==> src/core/osdp_path.sv <==
// Shared constants and the per-path integer divider with pulse shaping and coarse phase steps
package osdp_pkg;
  localparam int          PATHS         = 2;
  localparam int          CNT_W         = 35;
  // Register byte offsets
  localparam logic [11:0] CTRL_OFS      = 12'h000;
  localparam logic [6:0]  PATH_BLOCK0   = 7'h01;   // Path p block starts at (p+1)*0x20
  localparam logic [4:0]  DIV_OFS       = 5'h00;
  localparam logic [4:0]  HIGH_OFS      = 5'h04;
  localparam logic [4:0]  ADJ_OFS       = 5'h08;
  localparam logic [4:0]  BUF_OFS       = 5'h0c;
  localparam logic [4:0]  STAT_OFS      = 5'h10;
  // Control register fields
  localparam int          CTRL_SEL_BIT  = 0;
  // Buffer control fields
  localparam int          BUF_SE_BIT    = 0;
  localparam int          BUF_INV_BIT   = 1;
  localparam int          BUF_SWING_LSB = 2;
  localparam int          BUF_IMP_LSB   = 4;
  localparam int          BUF_W         = 6;
  // Status fields
  localparam int          STAT_BUSY_BIT = 0;
  localparam int          STAT_OUT_BIT  = 1;
  localparam int          STAT_SEL_BIT  = 2;
  // Reset values
  localparam logic [31:0] DIV_RESET     = 32'h0000_0002;
  localparam logic [31:0] HIGH_RESET    = 32'h0000_0000;
  localparam logic [BUF_W-1:0] BUF_RESET = 6'h00;
  // Divider limits
  localparam logic [CNT_W-1:0] MIN_DIV  = 35'h0_0000_0002;
  localparam logic [CNT_W-1:0] MIN_PART = 35'h0_0000_0002;
  localparam logic [CNT_W-1:0] ONE      = 35'h0_0000_0001;
  // Stages whose source may be chosen from two dividers
  localparam int          SEL_STAGE_A   = 4;
  localparam int          SEL_STAGE_B   = 7;
  localparam int          DUAL_LIMIT    = 4;  // Stages below this are dual
endpackage : osdp_pkg

// One divider path; all timing counts source divider periods (ticks)
module osdp_path (
  // Clock and reset
  input  wire logic        sys_clk,
  input  wire logic        reset,
  // Source divider ticks
  input  wire logic        src_tick_a,
  input  wire logic        src_tick_b,
  // Configuration
  input  wire logic        cfg_sel,
  input  wire logic [31:0] cfg_div,
  input  wire logic [31:0] cfg_high,
  input  wire logic [31:0] adj_value,
  input  wire logic        adj_req,
  // Results
  output logic             clk_out,
  output logic             adj_busy,
  output logic             adj_done,
  output logic             active_sel
);
  logic                           phase_high;
  logic [osdp_pkg::CNT_W-1:0]     count;
  logic [osdp_pkg::CNT_W-1:0]     low_len;
  logic [31:0]                    adj_hold;
  logic                           tick;
  logic                           step;
  logic                           boundary;
  logic signed [osdp_pkg::CNT_W-1:0] div_eff;
  logic signed [osdp_pkg::CNT_W-1:0] base_h;
  logic signed [osdp_pkg::CNT_W-1:0] base_l;
  logic signed [osdp_pkg::CNT_W-1:0] adj_s;
  logic signed [osdp_pkg::CNT_W-1:0] adj_h;
  logic signed [osdp_pkg::CNT_W-1:0] sum_h;
  logic signed [osdp_pkg::CNT_W-1:0] sum_l;
  logic [osdp_pkg::CNT_W-1:0]     next_high_len;
  logic [osdp_pkg::CNT_W-1:0]     next_low_len;

  // Tick from the source latched at the last period boundary
  assign tick     = active_sel ? src_tick_b : src_tick_a;
  assign step     = tick && (count <= osdp_pkg::ONE);
  assign boundary = step && !phase_high;

  // Portion lengths for the coming period, built from fresh configuration
  always_comb begin
    div_eff = ({3'b000, cfg_div} < osdp_pkg::MIN_DIV) ? osdp_pkg::MIN_DIV : {3'b000, cfg_div};
    if (cfg_high == 32'h0000_0000) begin
      base_h = div_eff >>> 1;
    end else begin
      base_h = {3'b000, cfg_high};
    end
    base_l = div_eff - base_h;
    if (base_l < $signed(osdp_pkg::ONE)) begin
      base_l = osdp_pkg::ONE;
    end
    adj_s = {{3{adj_hold[31]}}, adj_hold};
    if (cfg_high == 32'h0000_0000) begin
      adj_h = adj_s >>> 1;
    end else begin
      adj_h = '0;
    end
    if (adj_busy) begin
      sum_h = base_h + adj_h;
      sum_l = base_l + (adj_s - adj_h);
    end else begin
      sum_h = base_h;
      sum_l = base_l;
    end
    // Shortening never goes below two ticks per portion, or below the unadjusted length when that is shorter
    if (adj_busy && sum_h < $signed(osdp_pkg::MIN_PART)) begin
      sum_h = (base_h < $signed(osdp_pkg::MIN_PART)) ? base_h : osdp_pkg::MIN_PART;
    end
    if (adj_busy && sum_l < $signed(osdp_pkg::MIN_PART)) begin
      sum_l = (base_l < $signed(osdp_pkg::MIN_PART)) ? base_l : osdp_pkg::MIN_PART;
    end
    next_high_len = sum_h;
    next_low_len  = sum_l;
  end

  // Period sequencer: high portion then low portion
  always_ff @(posedge sys_clk) begin
    if (reset) begin
      phase_high <= 1'b0;
      count      <= '0;
      low_len    <= '0;
      clk_out    <= 1'b0;
    end else if (step) begin
      if (phase_high) begin
        phase_high <= 1'b0;
        count      <= low_len;
        clk_out    <= 1'b0;
      end else begin
        phase_high <= 1'b1;
        count      <= next_high_len;
        low_len    <= next_low_len;
        clk_out    <= 1'b1;
      end
    end else if (tick) begin
      count <= count - osdp_pkg::ONE;
    end
  end

  // Source choice changes only between periods
  always_ff @(posedge sys_clk) begin
    if (reset) begin
      active_sel <= 1'b0;
    end else if (boundary) begin
      active_sel <= cfg_sel;
    end
  end

  // Adjust request latch; applied at the next period start, then done
  always_ff @(posedge sys_clk) begin
    if (reset) begin
      adj_busy <= 1'b0;
      adj_done <= 1'b0;
      adj_hold <= '0;
    end else begin
      adj_done <= boundary && adj_busy;
      if (boundary && adj_busy) begin
        adj_busy <= 1'b0;
      end else if (adj_req && !adj_busy) begin
        adj_busy <= 1'b1;
        adj_hold <= adj_value;
      end
    end
  end
endmodule : osdp_path

==> src/core/osdp_stage.sv <==
// Output stage: APB registers, divider paths and buffer mode control
//
// Behaviour
// Stages 4 and 7 choose between two source dividers; others use one fixed divider.
// Dual stages hold two identical paths fed by the same source.
// Integer divider divides source clock by a 32-bit value.
// With no pulse width set, output high and low halves are equal; with an odd divide value the low half here is one tick longer.
// A 32-bit high width sets high ticks per period; zero means balanced.
// Software keeps the high width below the divide value.
// Pulses are high-going; inverted complement pin gives the low-going one.
// Coarse adjust lengthens or shortens portions in whole source periods, per output.
// Shortening never drops a portion below two source periods.
// One adjust moves each portion by up to two-to-the-32 source periods; the signed 32-bit adjust here reaches at most two-to-the-31.
// Signed adjust, positive lengthens, applied inside a single output period.
// Balanced outputs split the adjust roughly equally between high and low.
// Pulse-width outputs put the whole adjust on the low portion.
// Any number of successive adjust requests is accepted.
// Each buffer is either differential or two single-ended copies.
// Two-bit swing code selects 410, 600, 750 or 900 mV.
// Single-ended pins carry the same clock; complement may be inverted.
// Single-ended mode selects one of four impedance options.
// Divide, width and source changes take effect at a period boundary.
// Adjust request is latched, applied next period, done before another accepted.
//
// Register access over APB and the register offsets were chosen for this implementation.
module osdp_stage #(
  parameter int STAGE_ID = 4
) (
  // Clock and reset
  input  wire logic             sys_clk,
  input  wire logic             reset,
  // APB slave
  input  wire logic             psel,
  input  wire logic             penable,
  input  wire logic             pwrite,
  input  wire logic [11:0]      paddr,
  input  wire logic [31:0]      pwdata,
  output logic      [31:0]      prdata,
  output logic                  pready,
  output logic                  pslverr,
  // Source divider ticks, one pulse per source period
  input  wire logic             src_tick_a,
  input  wire logic             src_tick_b,
  // Output pins and buffer settings per path
  output logic [1:0]            true_output_pin,
  output logic [1:0]            complement_output_pin,
  output logic [1:0]            single_ended_mode,
  output logic [1:0][1:0]       differential_swing_level,
  output logic [1:0][1:0]       impedance_select,
  output logic [1:0]            adj_done
);
  localparam bit CAN_SELECT = (STAGE_ID == osdp_pkg::SEL_STAGE_A) ||
                              (STAGE_ID == osdp_pkg::SEL_STAGE_B);
  localparam bit IS_DUAL    = (STAGE_ID < osdp_pkg::DUAL_LIMIT);

  logic                          setup;
  logic                          wr_en;
  logic                          sel_reg;
  logic [1:0][31:0]              div_reg;
  logic [1:0][31:0]              high_reg;
  logic [1:0][31:0]              adj_reg;
  logic [1:0][osdp_pkg::BUF_W-1:0] buf_reg;
  logic [1:0]                    adj_wr;
  logic [1:0]                    path_out;
  logic [1:0]                    path_busy;
  logic [1:0]                    path_done;
  logic [1:0]                    path_sel;
  logic [31:0]                   next_prdata;
  logic                          next_pslverr;
  logic [4:0]                    sub_ofs;
  logic [6:0]                    blk;

  assign setup   = psel && !penable;
  assign wr_en   = setup && pwrite;
  assign sub_ofs = paddr[4:0];
  assign blk     = paddr[11:5];

  // Zero-wait APB answer in the access cycle
  always_ff @(posedge sys_clk) begin
    if (reset) begin
      pready  <= 1'b0;
      prdata  <= '0;
      pslverr <= 1'b0;
    end else begin
      pready  <= setup;
      prdata  <= setup ? next_prdata : '0;
      pslverr <= setup && next_pslverr;
    end
  end

  // Source select, only meaningful on stages with a choice
  always_ff @(posedge sys_clk) begin
    if (reset) begin
      sel_reg <= 1'b0;
    end else if (wr_en && paddr == osdp_pkg::CTRL_OFS && CAN_SELECT) begin
      sel_reg <= pwdata[osdp_pkg::CTRL_SEL_BIT];
    end
  end

  // Read decode and unmapped-address answer
  always_comb begin
    next_prdata  = '0;
    next_pslverr = 1'b1;
    if (paddr == osdp_pkg::CTRL_OFS) begin
      next_prdata[osdp_pkg::CTRL_SEL_BIT] = sel_reg;
      next_pslverr = 1'b0;
    end
    for (int p = 0; p < osdp_pkg::PATHS; p++) begin
      if (blk == osdp_pkg::PATH_BLOCK0 + 7'(p) && (p == 0 || IS_DUAL)) begin
        next_pslverr = 1'b0;
        unique case (sub_ofs)
          osdp_pkg::DIV_OFS:  next_prdata = div_reg[p];
          osdp_pkg::HIGH_OFS: next_prdata = high_reg[p];
          osdp_pkg::ADJ_OFS:  next_prdata = adj_reg[p];
          osdp_pkg::BUF_OFS:  next_prdata = {26'h000_0000, buf_reg[p]};
          osdp_pkg::STAT_OFS: begin
            next_prdata[osdp_pkg::STAT_BUSY_BIT] = path_busy[p];
            next_prdata[osdp_pkg::STAT_OUT_BIT]  = path_out[p];
            next_prdata[osdp_pkg::STAT_SEL_BIT]  = path_sel[p];
          end
          default: next_pslverr = 1'b1;
        endcase
      end
    end
  end

  // Per-path registers, divider and pin drivers
  for (genvar p = 0; p < osdp_pkg::PATHS; p++) begin : g_path
    logic hit;
    logic live;
    assign hit  = wr_en && blk == osdp_pkg::PATH_BLOCK0 + 7'(p);
    assign live = (p == 0) || IS_DUAL;

    // Configuration registers; adjust write is a request
    always_ff @(posedge sys_clk) begin
      if (reset) begin
        div_reg[p]  <= osdp_pkg::DIV_RESET;
        high_reg[p] <= osdp_pkg::HIGH_RESET;
        adj_reg[p]  <= '0;
        buf_reg[p]  <= osdp_pkg::BUF_RESET;
        adj_wr[p]   <= 1'b0;
      end else begin
        adj_wr[p] <= 1'b0;
        if (hit && live) begin
          unique case (sub_ofs)
            osdp_pkg::DIV_OFS:  div_reg[p]  <= pwdata;
            osdp_pkg::HIGH_OFS: high_reg[p] <= pwdata;
            osdp_pkg::ADJ_OFS: begin
              if (!path_busy[p]) begin
                adj_reg[p] <= pwdata;
                adj_wr[p]  <= 1'b1;
              end
            end
            osdp_pkg::BUF_OFS:  buf_reg[p]  <= pwdata[osdp_pkg::BUF_W-1:0];
            default: ;
          endcase
        end
      end
    end

    osdp_path u_path (
      .sys_clk    (sys_clk),
      .reset      (reset || !live),
      .src_tick_a (src_tick_a),
      .src_tick_b (src_tick_b),
      .cfg_sel    (sel_reg),
      .cfg_div    (div_reg[p]),
      .cfg_high   (high_reg[p]),
      .adj_value  (adj_reg[p]),
      .adj_req    (adj_wr[p]),
      .clk_out    (path_out[p]),
      .adj_busy   (path_busy[p]),
      .adj_done   (path_done[p]),
      .active_sel (path_sel[p])
    );

    // Buffer mode and pin levels
    always_ff @(posedge sys_clk) begin
      if (reset) begin
        true_output_pin[p]          <= 1'b0;
        complement_output_pin[p]    <= 1'b0;
        single_ended_mode[p]        <= 1'b0;
        differential_swing_level[p] <= '0;
        impedance_select[p]         <= '0;
        adj_done[p]                 <= 1'b0;
      end else begin
        true_output_pin[p] <= path_out[p];
        if (buf_reg[p][osdp_pkg::BUF_SE_BIT]) begin
          complement_output_pin[p] <= path_out[p] ^ buf_reg[p][osdp_pkg::BUF_INV_BIT];
        end else begin
          complement_output_pin[p] <= !path_out[p];
        end
        single_ended_mode[p]        <= buf_reg[p][osdp_pkg::BUF_SE_BIT];
        differential_swing_level[p] <= buf_reg[p][osdp_pkg::BUF_SWING_LSB +: 2];
        impedance_select[p]         <= buf_reg[p][osdp_pkg::BUF_IMP_LSB +: 2];
        adj_done[p]                 <= path_done[p];
      end
    end
  end
endmodule : osdp_stage

==> config.mk <==
export PLATFORM = sky130hd
export DESIGN_NAME = osdp_stage
export DESIGN_NICKNAME = d
export VERILOG_FILES = /design/src/core/osdp_path.sv /design/src/core/osdp_stage.sv
export SDC_FILE = /design/constraint.sdc
export NUM_CORES = 1
export LEC_CHECK = 0
export ABC_AREA = 1
export BUFFER_PORTS_ARGS = -buffer_cell sky130_fd_sc_hd__buf_2
export CAP_MARGIN = 20
export CORE_MARGIN = 8
export CORE_UTILIZATION = 45
export CTS_CLUSTER_SIZE = 30
export DETAILED_ROUTE_END_ITERATION = 8
export PLACE_DENSITY_LB_ADDON = 0.12
export SYNTH_ARGS = -nofsm -noshare
export SYNTH_HDL_FRONTEND = slang
export SYNTH_SLANG_ARGS = --single-unit
==> constraint.sdc <==
create_clock -name sys_clk -period 8.4 [get_ports sys_clk]
set_input_delay 0.84 -clock sys_clk [delete_from_list [all_inputs] [get_ports sys_clk]]
set_output_delay 0.84 -clock sys_clk [all_outputs]
set_load 0.1 [all_outputs]
== Yosys cells after proc, flatten, opt, wreduce, memory -nomap -nowiden ==
Index checks and enable logic that the tools add are counted.

* Logic and storage cells: 102
* Flip-flop bits (word level): 253
* Bits of input ports: 51
* Output and inout bits: 50

* Bitwise gates (word level): 8
* Equal/unequal tests: 5
* Reductions and logical operators: 29
* $add $sub $neg: 5
* Magnitude comparators: 7
* Mux-type cells: 24

{| class="wikitable"
|+ Operator list
! kind !! number
|-
| 35-bit two-way mux || 12
|-
| 35-bit by 3-bit less-than comparator with 1-bit output (second input constant) || 4
|-
| 29-bit case mux with 4 select lines || 1
|-
| 35-bit adder || 2
|-
| 35-bit by 1-bit <= comparator with 1-bit output (second input constant) || 1
|-
| 35-bit by 2-bit less-than comparator with 1-bit output (second input constant) || 1
|-
| 32-bit by 35-bit subtractor with 35-bit output || 1
|-
| 35-bit by 1-bit subtractor with 35-bit output (second input constant) || 1
|-
| 35-bit subtractor || 1
|-
| 32-bit zero test || 1
|-
| 32-bit by 2-bit less-than comparator with 1-bit output (second input constant) || 1
|-
| 32-bit two-way mux || 1
|-
| 3-bit case mux with 5 select lines || 1
|-
| 12-bit zero test || 1
|-
| 1-bit logical AND || 11
|-
| 5-bit by 4-bit equality test with 1-bit output (second input constant) || 2
|-
| 2-bit AND reduction || 5
|-
| 1-bit two-way mux || 9
|-
| 7-bit by 1-bit equality test with 1-bit output (second input constant) || 1
|-
| 1-bit NOT || 7
|-
| 3-bit OR reduction || 2
|-
| 5-bit by 3-bit equality test with 1-bit output (second input constant) || 1
|-
| 5-bit equality test (second input constant) || 1
|-
| 5-bit zero test || 1
|-
| 6 further kinds || 9
|}

== Logic depth before layout (Yosys ltp) ==
* Word-level depth: 11
* Mapped depth: 57
* Mapped depth without buffers: 52

== Hierarchy ==
A second synthesis with hierarchy kept.

* Cells, all modules: 6,776
* Area, all modules: 38,185.4 µm²

{| class="wikitable"
|+ By module, submodules not included
! module !! area an instance (µm²) !! cells each !! times used !! sequential area each (µm²)
|-
| osdp_path (g_path[1].u_path) || 16,012.9 || 2,946 || 1 || 2,122.0
|-
| osdp_path (g_path[0].u_path) || 15,760.1 || 2,863 || 1 || 2,122.0
|-
| osdp_stage || 6,412.4 || 967 || 1 || 2,982.9
|}

== Worst setup path before layout ==
No wires, ideal clock.

* Kind: register to register
* Start point: register high_reg[27] (netlist bit)
* End point: register g_path[0].u_path.low_len[10] (netlist bit)
* Data required time: 8.268 ns
* Setup time: 0.132 ns
* Arrival time: 6.760 ns
* Setup slack: 1.508 ns
* Clock period less this slack: 6.892 ns
* Stages on the path, launching flop included: 53
* Buffers on the path: 6
* Cells stage by stage: dfxtp_1 nor2_1 nand2_1 nor2_1 nand2_1 nor2_2 buf_4 buf_4 nand2_1 nand2_1 ha_1 inv_1 fa_1 nand3_1 nand3_1 nand2_1 nand2_1 nand2_1 [... 17 more ...] nand2_1 nor2_2 inv_1 nor4_1 nand2_1 nand2_1 nand2_1 nand3_1 nand2_1 nor2_1 nand2_1 nor2_2 nand4_4 nand2_4 buf_2 nand3_1 nand3_1 a21oi_1

* Word-level cells in the longest chain between the ends: 10
* Elaborated cells between the ends (all ways): 14
* Those cells by class: add/sub: 3; order compare: 3; mux: 6; reduce/logical: 2

{| class="wikitable"
|+ Ends and longest elaborated chain
! what !! line !! text
|-
| from (decl) || osdp_stage.sv:60 || <nowiki>logic [1:0][31:0] high_reg;</nowiki>
|-
| from (signal, indexed assignment) || osdp_stage.sv:138 || <nowiki>high_reg[p] <= osdp_pkg::HIGH_RESET;</nowiki>
|-
| from (signal, indexed assignment) || osdp_stage.sv:147 || <nowiki>osdp_pkg::HIGH_OFS: high_reg[p] <= pwdata;</nowiki>
|-
| 32-bit zero test || osdp_path.sv:84, osdp_path.sv:94 ||
|-
| 35-bit two-way mux || osdp_path.sv:84 || <nowiki>if (cfg_high == 32'h0000_0000) begin</nowiki>
|-
| 35-bit subtractor || osdp_path.sv:89 || <nowiki>base_l = div_eff - base_h;</nowiki>
|-
| 35-bit by 2-bit less-than comparator with 1-bit output || osdp_path.sv:90 || <nowiki>if (base_l < $signed(osdp_pkg::ONE)) begin</nowiki>
|-
| 35-bit two-way mux || osdp_path.sv:90 ||
|-
| 35-bit adder || osdp_path.sv:101 || <nowiki>sum_l = base_l + (adj_s - adj_h);</nowiki>
|-
| 35-bit two-way mux || osdp_path.sv:99 || <nowiki>if (adj_busy) begin</nowiki>
|-
| 35-bit by 3-bit less-than comparator with 1-bit output || osdp_path.sv:110 || <nowiki>if (adj_busy && sum_l < $signed(osdp_pkg::MIN_PART)) begin</nowiki>
|-
| 1-bit logical AND || osdp_path.sv:110 ||
|-
| 35-bit two-way mux (*) || osdp_path.sv:110 ||
|-
| to (signal assigned) || osdp_path.sv:132 || <nowiki>low_len <= next_low_len;</nowiki>
|-
| to (decl) || osdp_path.sv:61 || <nowiki>logic [osdp_pkg::CNT_W-1:0] low_len;</nowiki>
|}

Every way passes the cells marked *; elsewhere a longest branch is shown, timed or not.
A chain may end at the register's enable or synchronous reset.

== Final worst setup path ==
* Start point: register div_reg[30] (netlist bit)
* End point: register g_path[0].u_path.low_len[22] (netlist bit)

* Word-level cells in the longest chain between the ends: 11
* Elaborated cells between the ends (all ways): 13
* Those cells by class: add/sub: 2; order compare: 4; mux: 6; reduce/logical: 1

{| class="wikitable"
|+ Ends and longest elaborated chain
! what !! line !! text
|-
| from (decl) || osdp_stage.sv:59 || <nowiki>logic [1:0][31:0] div_reg;</nowiki>
|-
| from (signal, indexed assignment) || osdp_stage.sv:137 || <nowiki>div_reg[p] <= osdp_pkg::DIV_RESET;</nowiki>
|-
| from (signal, indexed assignment) || osdp_stage.sv:146 || <nowiki>osdp_pkg::DIV_OFS: div_reg[p] <= pwdata;</nowiki>
|-
| 32-bit by 2-bit less-than comparator with 1-bit output || osdp_path.sv:83 || <nowiki>div_eff = ({3'b000, cfg_div} < osdp_pkg::MIN_DIV) ? osdp_pkg::MIN_DIV : {3'b000, cfg_div};</nowiki>
|-
| 32-bit two-way mux (*) || osdp_path.sv:83 ||
|-
| 35-bit two-way mux || osdp_path.sv:84 ||
|-
| 35-bit subtractor (*) || osdp_path.sv:89 ||
|-
| 35-bit by 2-bit less-than comparator with 1-bit output || osdp_path.sv:90 ||
|-
| 35-bit two-way mux (*) || osdp_path.sv:90 ||
|-
| 35-bit adder || osdp_path.sv:101 ||
|-
| 35-bit two-way mux || osdp_path.sv:99 ||
|-
| 35-bit by 3-bit less-than comparator with 1-bit output || osdp_path.sv:110 ||
|-
| 1-bit logical AND || osdp_path.sv:110 ||
|-
| 35-bit two-way mux (*) || osdp_path.sv:110 ||
|}

Marks and branches as above.

==> results.md <==
- Status: finished clean
- RR Startpoint: div_reg[30]
- CP max stage cell: fa_1
- Fillers: 5383
- Row count: about 80
- Total power: roughly 3.1 mW
- Initial DRT Pass Iterations: 6
- Sequential area share after synthesis: ~23%
- GRT busiest layer: met2
- Crit path from: div_reg[30]
- CTS buffer count: 29
- Vias per cell: around 5.5
- Worst path max stage delay: 0.51 ns
- Crit path kind: reg -> reg
- Startpoint class of the critical path: flop
- GP Congestion: approximately 1.1
- FF+latch count, synth: between 200 and 300
- GRT overflow: 0
- Fin nets: between 4000 and 5000
- Routed Antenna Nets: 0
- Largest regs: g_path.u_path.count x35, g_path.u_path.low_len x35
- Hold/Removal Path Class: reg -> reg
- DRT Wirelength: between 90000 and 100000 um
- Pin count of the biggest net entering global routing: 105
- Finished Layout Cells: approximately 4600
- Critical path buffers and inverters: 7
- Setup crit end kind: flop
- ANT cells: 0
- Placed Cells: between 4000 and 5000
- # IOs: between 100 and 150
- Avg WL per Cell: just under 20 um
- Crit-path leading delay family: simple AND/OR/NAND/NOR gates
- TritonCTS clock tree: yes
- Clk sink count: approximately 250
- Asr flop ratio synth: 0%
- Reg clk slew, reported paths: about 0.060 ns
- Slew Viols, Final: 0
- Hold Vio Cnt, Final: 0
- CP most frequent cell: nand2_1
- EDFF count, synth: 0
- Cell variety after synth: 59
- Hold_buf cts: 0
- Worst Tran Pin Value: roughly 1.1 ns
- Dpl hpwl: 73400 um
- Area Overhead vs Synth: 11.1%
- GR met1 Demand/Resource: approximately two fifths
- Synth warn: 0
- Clock tree buffer depth: 3
- Largest fanout on the critical path: 29
- FMAX: around 120 MHz
- Crit path DAT: around 8.5 ns
- Design Area, Final: 24900 um^2
- DR iter-0 viols: around 2700
- Initial Util: 45.6%
- Vias: approximately 25000
- Synth Flop Type: dfxtp_1
- Syn Std Cell Area: between 20000 and 25000 um^2
- Setup WS pre-CTS: -0.0186 ns
- Die H: approximately 240 um
- Vias in the first global route: 23174
- DRC violations left: 0
- HP Start: g_path[0].u_path.adj_done
- CTS Root Cell: clkbuf_16
- Core ar.: ~49000 um^2
- Die area: ~57000 um^2
- P per Cell Area: 124 nW/um^2
- DP Area: roughly 24000 um^2
- Port-buffer cells: 93
- Synthesized instance count: around 3800
- Share of layout cells above drive strength 1: between 8 and 9%
- Setup_tns: 0 ns
- Max-cap violations: 0
- GR Util met3: around 3.8%
- Final Hold Slack: slightly above 0.4 ns
- Worst skew pair latency: 0.60 ns
- Die W: between 200 and 250 um
- First-pass GRT wire length: 136000 um
- GRT Total Usage: a little under a third
- Fin crit share: 95.6%
- Maximum vdd drop: 0.159 mV
- Worst EP required: between 8 and 9 ns
- Fin Clk Skew: about 0.027 ns
- LEAKAGE: between 10 and 15 nW
- Min Tclk post-route: 8.03 ns
- Utilization after layout: between 50% and 60%
- Slew Limit Headroom: about a quarter
- Synthesized area per cell: approximately 5.8 um^2
- GR Util met2: between 40% and 50%
- Setup violators final: 0
- Final worst setup slack: ~0.37 ns
- Antenna violations before repair: 0
- Htree depth: 1
## worst register-to-register path, delay by kind of cell, from the launching register on
kind	cells	cell delay [ns]
and+or+nand+nor	35	4.66
adders and majority gates	5	1.75
buffers and inverters	7	0.88
DFF	1	0.36
AOI/OAI and AO/OA	1	0.31
## layout by cell type, fill, tap and decap left out, types with 7 or more instances in the layout
master,n
nand2_1,958
inv_1,688
nor2_1,429
nand3_1,286
a21oi_1,252
dfxtp_1,252
o21ai_0,203
ha_1,95
buf_2,93
nand4_1,88
buf_4,77
fa_1,35
a211oi_1,33
nor3_1,31
o22ai_1,31
clkbuf_16,30
xor2_1,26
nor4_1,25
o21ai_1,25
a31oi_1,19
xnor2_1,17
nand2_2,16
nor2_2,16
nand3b_1,15
nand3_2,13
o21bai_1,13
inv_2,11
a21oi_2,11
nor3_2,9
clkbuf_8,9
ha_2,7
conb_1,7
## power breakdown
| part | internal (mW) | total (mW) | switching [mW] |
|---|---|---|---|
| clock network | 0.808 | 1.35 | 0.541 |
| logic | 0.160 | 0.490 | 0.330 |
| registers | 1.22 | 1.25 | 0.0299 |
| total | 2.19 | 3.09 | 0.901 |
## cells in the mapped netlist (all sizes together) (4+ instances only)
cell	count	area share [%]
nor4	31	0.93
fa	36	3.2
buf	43	1.2
nand3	299	6.9
a31oi	19	0.53
clkbuf	124	2.1
nand4	89	2.6
nor3	41	1.1
nand2	977	17
a21oi	264	6.1
a211oi	33	1.1
or2	4	0.11
o21bai	13	0.44
dfxtp	253	23
o22ai	31	0.87
inv	699	12
xor2	26	1.0
ha	104	5.8
nand3b	16	0.55
and2	5	0.14
xnor2	17	0.67
o21ai	228	5.1
nor2	450	7.8
## per-layer routing
layer | wire (um) | vias to the layer above
li1 | - | 12231
met1 | 39200 | 11453
met2 | 38800 | 1118
met3 | 7390 | 215
met4 | 4750 | 0
met5 | 0 | -
## final timing paths
kind	end	slack (ns)	cells after the start
max	g_path[0].u_path.low_len[22]	0.37	48
min	adj_done[0]	0.41	2
max reg2reg	g_path[0].u_path.low_len[22]	0.37	48
min reg2reg	adj_done[0]	0.41	2
## kinds of logic after synthesis
family	synth area share [%]
AO/OA/AOI/OAI	14.7
XOR/XNOR	1.68
buffers and inverters	15.0
adder cells (fa/ha/maj)	9.03
AND/OR/NAND/NOR	36.9
flip-flops	22.6
other	0.0168
## what timing repair did
action,4_1_cts,5_1_grt
buffers inserted,0,4
resized for setup,0,40
endpoints found under the setup margin,0,35
## cell type report
cell class	instances	area [um^2]	area share, %
Multi-Input combinational cell	2712	14100	56.9
Sequential cell	253	5070	20.4
Inverter	702	2640	10.6
Timing Repair Buffer	176	1160	4.67
Clock buffer	43	868	3.49
Tap cell	664	831	3.34
Clock inverter	11	151	0.609
No activity file was read; power rests on OpenSTA's default activity.
